--- config.mk ---
export PLATFORM = sky130hd
export DESIGN_NAME = frac_baud_gen
export DESIGN_NICKNAME = d
export VERILOG_FILES = /design/src/include/frac_brg_pkg.sv /design/src/hw/rate_divider.sv /design/src/hw/frac_baud_gen.sv
export VERILOG_INCLUDE_DIRS = /design/src /design/src/include
export SDC_FILE = /design/constraint.sdc
export NUM_CORES = 1
export LEC_CHECK = 0
export BUFFER_PORTS_ARGS = -buffer_cell sky130_fd_sc_hd__buf_2
export CAP_MARGIN = 20
export CELL_PAD_IN_SITES_DETAIL_PLACEMENT = 0
export CELL_PAD_IN_SITES_GLOBAL_PLACEMENT = 1
export CORE_MARGIN = 2
export CORE_UTILIZATION = 45
export CTS_CLUSTER_DIAMETER = 50
export CTS_CLUSTER_SIZE = 24
export DETAILED_ROUTE_END_ITERATION = 8
export PLACE_DENSITY = 0.73
export SLEW_MARGIN = 10
export SYNTH_ARGS = -nofsm -noshare
export SYNTH_HDL_FRONTEND = slang
export SYNTH_SLANG_ARGS = --single-unit
--- constraint.sdc ---
create_clock -name mclk_in -period 5.3 [get_ports mclk_in]
set_clock_uncertainty 0.15 [all_clocks]
set_input_delay 0.265 -clock mclk_in [delete_from_list [all_inputs] [get_ports mclk_in]]
set_output_delay 0.265 -clock mclk_in [all_outputs]
set_load 0.01 [all_outputs]
--- src/include/frac_brg_params.svh ---
// offsets-free constants of the fractional baud rate generator: resets, fields, timing
`ifndef FRAC_BRG_PARAMS_SVH
`define FRAC_BRG_PARAMS_SVH

// reset values of the divisor registers
`define DIV_LOW_RESET 8'h01
`define DIV_HIGH_RESET 8'h00
`define DIV_FRAC_RESET 8'h00

// modem control register: prescaler select bit
`define MCR_PRESCALE_BIT 7

// fraction and sampling register fields
`define FRAC_FIELD_MSB 3
`define FRAC_FIELD_LSB 0
`define MODE_FIELD_MSB 5
`define MODE_FIELD_LSB 4

// sampling-mode encodings
`define MODE_16X 2'b00
`define MODE_8X 2'b01
`define MODE_4X 2'b10

// sampling clocks per bit, as last-count values
`define SAMPLES_16X_LAST 4'hf
`define SAMPLES_8X_LAST 4'h7
`define SAMPLES_4X_LAST 4'h3

// prescaler divide-by-4 last count
`define PRESCALE_BY4_LAST 2'h3

// reference clock rate in hertz
`define REF_CLOCK_HZ 25000000

`endif

--- src/include/frac_brg_pkg.sv ---
// types shared by the fractional baud rate generator files
package frac_brg_pkg;

	// which register of the selected channel a host access reaches
	typedef enum logic [1:0] {
		REG_DIV_LOW,
		REG_DIV_HIGH,
		REG_DIV_FRAC,
		REG_MODEM_CTRL
	} reg_sel_t;

	// decoded sampling rate
	typedef enum logic [1:0] {
		SAMPLE_16X,
		SAMPLE_8X,
		SAMPLE_4X
	} sample_rate_t;

endpackage

--- src/hw/rate_divider.sv ---
// prescaler and fractional divider of one channel
`timescale 1ns/1ps
`include "frac_brg_params.svh"

module rate_divider import frac_brg_pkg::*; #(
	parameter int INT_W = 16,
	parameter int FRAC_W = 4
) (
	input wire logic mclk_in,
	input wire logic arst_n_in,
	input wire logic prescale_by4_in,
	input wire logic [INT_W-1:0] int_div_in,
	input wire logic [FRAC_W-1:0] frac_div_in,
	input wire logic restart_in,
	output logic tick_out
);

	logic [1:0] pre_cnt_reg;
	logic pre_en;
	logic [INT_W:0] cnt_reg;
	logic [FRAC_W-1:0] acc_reg;
	logic [FRAC_W:0] acc_sum;
	logic [INT_W:0] last_count;
	logic [INT_W-1:0] int_eff;

	////////////////////////////////////////////////////////////////
	// prescaler: every reference cycle, or every fourth one
	always_ff @(posedge mclk_in or negedge arst_n_in) begin
		if (!arst_n_in) begin
			pre_cnt_reg <= 2'h0;
		end else if (restart_in || !prescale_by4_in) begin
			pre_cnt_reg <= 2'h0;
		end else begin
			pre_cnt_reg <= pre_cnt_reg + 2'h1;
		end
	end

	assign pre_en = !prescale_by4_in || (pre_cnt_reg == `PRESCALE_BY4_LAST);

	////////////////////////////////////////////////////////////////
	// period length: integer part, stretched by one on fraction carry
	assign int_eff = (int_div_in == '0) ? INT_W'(1) : int_div_in;
	assign acc_sum = {1'b0, acc_reg} + {1'b0, frac_div_in};
	assign last_count = {1'b0, int_eff} - (INT_W+1)'(1) + (INT_W+1)'(acc_sum[FRAC_W]);

	// divider counter and fraction accumulator advance on prescaled enables
	always_ff @(posedge mclk_in or negedge arst_n_in) begin
		if (!arst_n_in) begin
			cnt_reg <= '0;
			acc_reg <= '0;
			tick_out <= 1'b0;
		end else if (restart_in) begin
			cnt_reg <= '0;
			acc_reg <= '0;
			tick_out <= 1'b0;
		end else if (pre_en && (cnt_reg >= last_count)) begin
			cnt_reg <= '0;
			acc_reg <= acc_sum[FRAC_W-1:0];
			tick_out <= 1'b1;
		end else begin
			if (pre_en) begin
				cnt_reg <= cnt_reg + (INT_W+1)'(1);
			end
			tick_out <= 1'b0;
		end
	end

endmodule

--- src/hw/frac_baud_gen.sv ---
// multi-channel fractional baud rate generator with its divisor registers
`timescale 1ns/1ps
`include "frac_brg_params.svh"

module frac_baud_gen import frac_brg_pkg::*; #(
	parameter int NUM_CHANNELS = 2,
	parameter int CH_W = 1
) (
	input wire logic mclk_in,
	input wire logic arst_n_in,
	input wire logic [CH_W-1:0] chan_sel_in,
	input wire reg_sel_t reg_sel_in,
	input wire logic wr_en_in,
	input wire logic rd_en_in,
	input wire logic [7:0] wr_data_in,
	output logic [7:0] rd_data_out,
	output logic [NUM_CHANNELS-1:0] sample_tick_out,
	output logic [NUM_CHANNELS-1:0] bit_tick_out,
	output sample_rate_t sample_rate_out [NUM_CHANNELS]
);

	// divisor and prescaler state of every channel
	logic [7:0] div_low_reg [NUM_CHANNELS];
	logic [7:0] div_high_reg [NUM_CHANNELS];
	logic [7:0] div_frac_reg [NUM_CHANNELS];
	logic prescale_reg [NUM_CHANNELS];
	logic [3:0] sample_cnt_reg [NUM_CHANNELS];
	logic [NUM_CHANNELS-1:0] restart;
	logic [NUM_CHANNELS-1:0] tick;
	logic [7:0] rd_data_next;

	////////////////////////////////////////////////////////////////
	// per-channel generator, registers and bit timing
	genvar ch;
	generate
		for (ch = 0; ch < NUM_CHANNELS; ch++) begin : g_chan
			logic wr_hit;
			logic [3:0] samples_last;
			sample_rate_t rate;

			// a write reaches this channel only when it is selected
			assign wr_hit = wr_en_in && (chan_sel_in == CH_W'(ch));

			// divisor registers, host writable
			always_ff @(posedge mclk_in or negedge arst_n_in) begin
				if (!arst_n_in) begin
					div_low_reg[ch] <= `DIV_LOW_RESET;
					div_high_reg[ch] <= `DIV_HIGH_RESET;
					div_frac_reg[ch] <= `DIV_FRAC_RESET;
				end else if (wr_hit) begin
					if (reg_sel_in == REG_DIV_LOW) begin
						div_low_reg[ch] <= wr_data_in;
					end else if (reg_sel_in == REG_DIV_HIGH) begin
						div_high_reg[ch] <= wr_data_in;
					end else if (reg_sel_in == REG_DIV_FRAC) begin
						div_frac_reg[ch] <= wr_data_in;
					end
				end
			end

			// prescaler select, held from the modem control register
			always_ff @(posedge mclk_in or negedge arst_n_in) begin
				if (!arst_n_in) begin
					prescale_reg[ch] <= 1'b0;
				end else if (wr_hit && (reg_sel_in == REG_MODEM_CTRL)) begin
					prescale_reg[ch] <= wr_data_in[`MCR_PRESCALE_BIT];
				end
			end

			// a divisor or prescaler write restarts the period cleanly
			assign restart[ch] = wr_hit;

			// one divider per channel, shared by its sample tick output and bit timing
			rate_divider #(
				.INT_W(16),
				.FRAC_W(4)
			) u_rate_divider (
				.mclk_in(mclk_in),
				.arst_n_in(arst_n_in),
				.prescale_by4_in(prescale_reg[ch]),
				.int_div_in({div_high_reg[ch], div_low_reg[ch]}),
				.frac_div_in(div_frac_reg[ch][`FRAC_FIELD_MSB:`FRAC_FIELD_LSB]),
				.restart_in(restart[ch]),
				.tick_out(tick[ch])
			);

			// sampling-mode decode; reserved code falls back to 16X
			always_comb begin
				case (div_frac_reg[ch][`MODE_FIELD_MSB:`MODE_FIELD_LSB])
					`MODE_8X: begin
						rate = SAMPLE_8X;
						samples_last = `SAMPLES_8X_LAST;
					end
					`MODE_4X: begin
						rate = SAMPLE_4X;
						samples_last = `SAMPLES_4X_LAST;
					end
					default: begin
						rate = SAMPLE_16X;
						samples_last = `SAMPLES_16X_LAST;
					end
				endcase
			end

			assign sample_rate_out[ch] = rate;
			assign sample_tick_out[ch] = tick[ch];

			// bit timing: 16, 8 or 4 sampling clocks per bit; fractional
			// stretches land unevenly across a bit in 8X and 4X, which is
			// the permitted bit-time jitter
			always_ff @(posedge mclk_in or negedge arst_n_in) begin
				if (!arst_n_in) begin
					sample_cnt_reg[ch] <= 4'h0;
					bit_tick_out[ch] <= 1'b0;
				end else if (restart[ch]) begin
					sample_cnt_reg[ch] <= 4'h0;
					bit_tick_out[ch] <= 1'b0;
				end else if (tick[ch] && (sample_cnt_reg[ch] >= samples_last)) begin
					sample_cnt_reg[ch] <= 4'h0;
					bit_tick_out[ch] <= 1'b1;
				end else begin
					if (tick[ch]) begin
						sample_cnt_reg[ch] <= sample_cnt_reg[ch] + 4'h1;
					end
					bit_tick_out[ch] <= 1'b0;
				end
			end
		end
	endgenerate

	////////////////////////////////////////////////////////////////
	// read mux: selected channel and register, other modem bits read zero
	always_comb begin
		rd_data_next = 8'h00;
		for (int i = 0; i < NUM_CHANNELS; i++) begin
			if (chan_sel_in == CH_W'(i)) begin
				if (reg_sel_in == REG_DIV_LOW) begin
					rd_data_next = div_low_reg[i];
				end else if (reg_sel_in == REG_DIV_HIGH) begin
					rd_data_next = div_high_reg[i];
				end else if (reg_sel_in == REG_DIV_FRAC) begin
					rd_data_next = div_frac_reg[i];
				end else begin
					rd_data_next = {prescale_reg[i], 7'h00};
				end
			end
		end
	end

	// read data is registered and held until the next read
	always_ff @(posedge mclk_in or negedge arst_n_in) begin
		if (!arst_n_in) begin
			rd_data_out <= 8'h00;
		end else if (rd_en_in) begin
			rd_data_out <= rd_data_next;
		end
	end

endmodule

==> out/metrics.cfg <==
[timing]
timing_worst_slew_pin_value_ns = 0.949
slew_limit_fails = 0
layout_setup_ws_ns = 0.663
layout_min_cycle_time_ns = 4.64
fraction_of_the_cycle_the_final_worst_path_needs_pct = 87.5
clock.fmax_mhz = 216
setup_violations = 0
relSlewSlack_pct = 36.6
hold_viol_final = 0
setup_total_negative_slack_ns = 0
rsz0062_at_grt = no

[drt]
drt-wirelength-per-cell_um = 17.5
remaining_drc_errors = 0
antenna_violating_nets_post_route = 0
totalWireLength_um = 17000
dr.pass1.iters = 4
vias = 5385
detail_route.vias_per_cell = 5.55
initialDrtViolationCount = 307

[run_status]
result_of_the_run = complete, no violations

[worst_setup_path]
timing.setup.critical_path_class = reg2reg
critical_path_sink_type = flip-flop
worstPathRequired_ns = 5.49
worst-r2r-cell-count = 17
crit_path_max_fanout = 10
worstPathArrival_ns = 4.83
cp-start-kind = flip-flop

[pwr]
p_leak_uw = 0.00370
max-vdd-ir-drop_mv = 0.270
total_switching_power_uw = 980
p_per_area_mw_per_mm2 = 384
switching_share_pct = 31.3
post-layout-total-power_uw = 3130
p_int_uw = 2150
power.share.sequential_pct = 38.1
comb_power_share_pct = 20.9
power_frac_clock_pct = 41.0

[clock_network]
cts_tree = built
worstSkewPairLatency_ns = 0.42
clk_pin_slew_worst_paths_ns = 0.06
cts-htree-levels = 4
cts_resized = 0
cts_max_path_buffers = 2
cts-buffers-inserted = 17
cts_sinks = 116
postCtsSetupBuffers = 0
cts_hold_buffers = 1
ctsRootBufferMaster = clkbuf_16

[synthesis]
netlist-cell-type-count = 62
post_synth_inst_count = 715
synth.yosys.warnings = 0
synth.cell_area_mm2 = 0.00713
yosys.area.top_type_share_pct = 40.0
synth_most_common_cell = dfrtp_1
ys_async_sr_fraction_pct = 100
synth-main-ff-cell = dfrtp_1
synthDominantAreaCellType = dfrtp_1
postSynthAreaPerCell_um2 = 9.97
yosys_register_bits = 116
post_synth_main_area_contributors = dfrtp_1, ha_1, mux2_2
number_of_enable_type_register_cells_in_the_synthesized_netlist = 0
seq_area_frac_synth_pct = 40.8
ys_top_cells_by_count = dfrtp_1, ha_1, nand2_1
syn_nets = 792

[run]
drv.max_cap_violation_count = 0

[placed_design]
dp_hpwl_um = 12500
gp_routability_congestion = 0.805
port-buffer-count = 30
pre_cts_ws_ns = 0.659

[cells_and_area]
numnets_final = 819
layout-drive-gt1-share_pct = 17.1
largest_register_ff_count = 34
antennaDiodeCount = 0
fillers = 1453
final_core_util_pct = 52.1
syn2layout_area_growth_pct = 14.3

[global_routing]
grt.total_usage_pct = 21.9
grt.met3_usage_pct = 4.14
met1_usage_pct = 28.5
global_route_wire_length_before_repair_um = 28300
grt_start_max_net_pins = 83
use_met2_pct = 36.6
initial_antenna_violation_count = 0
first_global_vias = 5532
busiest_layer = met2
globalRoute.totalOverflow = 0

[floorplanning]
fp.dieW_um = 130
count_of_boundary_i_o_pins = 31
dieHeight_um = 130
area_of_the_die_mm2 = 0.0169
floorplan.initialDensity_pct = 45.5
placeableCoreArea_mm2 = 0.0157
std_cell_rows = 46

[hold_path]
min-delay-path-class = in2reg
min_path_cells = 3

## power groups by stage
| stage | Combinational (µW) | Clock, µW | Sequential (µW) |
|---|---|---|---|
| after floorplan | 476 | 0 | 1150 |
| after global placement | 623 | 0 | 1200 |
| after CTS | 657 | 1300 | 1190 |
| final | 654 | 1280 | 1190 |
| after global routing | 741 | 1340 | 1210 |
| after detailed placement | 653 | 0 | 1200 |
## kinds of logic (layout without fill, tap and decap cells)
logic type	count (synthesis)	after routing	share of synthesized area (%)
AOI/OAI and AO/OA	125	125	11.0
xor gates and xnor gates	54	54	6.63
adders and majority gates	62	62	11.1
buffers and inverters	57	97	3.18
DFF	116	116	40.8
muxes	63	63	9.65
and+or+nand+nor	238	238	17.7
## layout make-up
type | count | area [µm²] | area share, %
inverters | 31 | 116 | 1.43
clock inverters | 12 | 188 | 2.30
multi-input cells | 542 | 4000 | 49.1
well taps | 216 | 270 | 3.32
flip-flops and latches | 116 | 2910 | 35.7
repair buffers | 34 | 205 | 2.52
clock buffers | 20 | 467 | 5.73
## final timing paths
kind / start / to / slack, ns
min in group asynchronous: arst_n_in / sample_cnt_reg[2] / 0.14
min reg2reg: g_chan[1].u_rate_divider.pre_cnt_reg[0] / g_chan[1].u_rate_divider.pre_cnt_reg[0] / 0.28
max reg2reg: div_high_reg[3] / g_chan[1].u_rate_divider.cnt_reg[14] / 0.66
max: div_high_reg[3] / g_chan[1].u_rate_divider.cnt_reg[14] / 0.66
max in group asynchronous: arst_n_in / g_chan[0].u_rate_divider.pre_cnt_reg[0] / 3.71
min: wr_data_in[1] / div_frac_reg[9] / 0.03
## worst max-delay path, cell delays in order (launching register included)
cell      delay (ns)
dfrtp_1         0.45
or4_1           0.59
or3_1           0.34
nor3_1          0.23
a31oi_1         0.13
ha_1            0.23
ha_1            0.25
nand2_2         0.10
or2_4           0.14
nor2_1          0.05
xnor2_1         0.13
ha_1            0.30
a21oi_1         0.14
o21ai_0         0.10
a221oi_1        0.46
o211ai_2        0.25
and2_1          0.34
nor2_1          0.15
## per-layer routing
| layer | wire [µm] | vias to the layer above |
|---|---|---|
| li1 | - | 2619 |
| met1 | 7890 | 2664 |
| met2 | 8320 | 84 |
| met3 | 546 | 18 |
| met4 | 267 | 0 |
| met5 | 0 | - |
## metrics by stage
step	instance area, µm²	instances	hold slack (ns)
2_1_floorplan	7130	715	-0.181
3_3_place_gp	7460	937	0.268
3_5_place_dp	7460	937	0.272
4_1_cts	8120	970	0.0122
5_1_grt	8150	971	0.0331
6_report	8150	971	0.0319
## cell usage in the layout, fill, tap and decap left out, types with 3 or more instances in the layout
| cell | n |
|---|---|
| o211ai_1 | 15 |
| nand3_1 | 27 |
| buf_2 | 29 |
| ha_1 | 60 |
| nor3_2 | 4 |
| nor4_1 | 7 |
| bufinv_16 | 4 |
| nand4_1 | 10 |
| xor2_1 | 23 |
| buf_4 | 3 |
| nor2b_1 | 7 |
| a21oi_1 | 31 |
| a21o_1 | 9 |
| mux2i_1 | 17 |
| inv_1 | 31 |
| a22o_1 | 3 |
| inv_6 | 5 |
| and2_1 | 5 |
| and3_1 | 14 |
| or3_1 | 4 |
| nand2b_1 | 8 |
| o21ai_0 | 43 |
| a211oi_1 | 5 |
| clkbuf_16 | 17 |
| clkbuf_8 | 3 |
| xnor2_1 | 31 |
| nor3b_1 | 5 |
| mux2_2 | 46 |
| nor2_1 | 53 |
| nor3_1 | 12 |
| and4_1 | 9 |
| dfrtp_1 | 114 |
| nand2_1 | 60 |
Note: power is estimated with default switching activity, not from simulation.
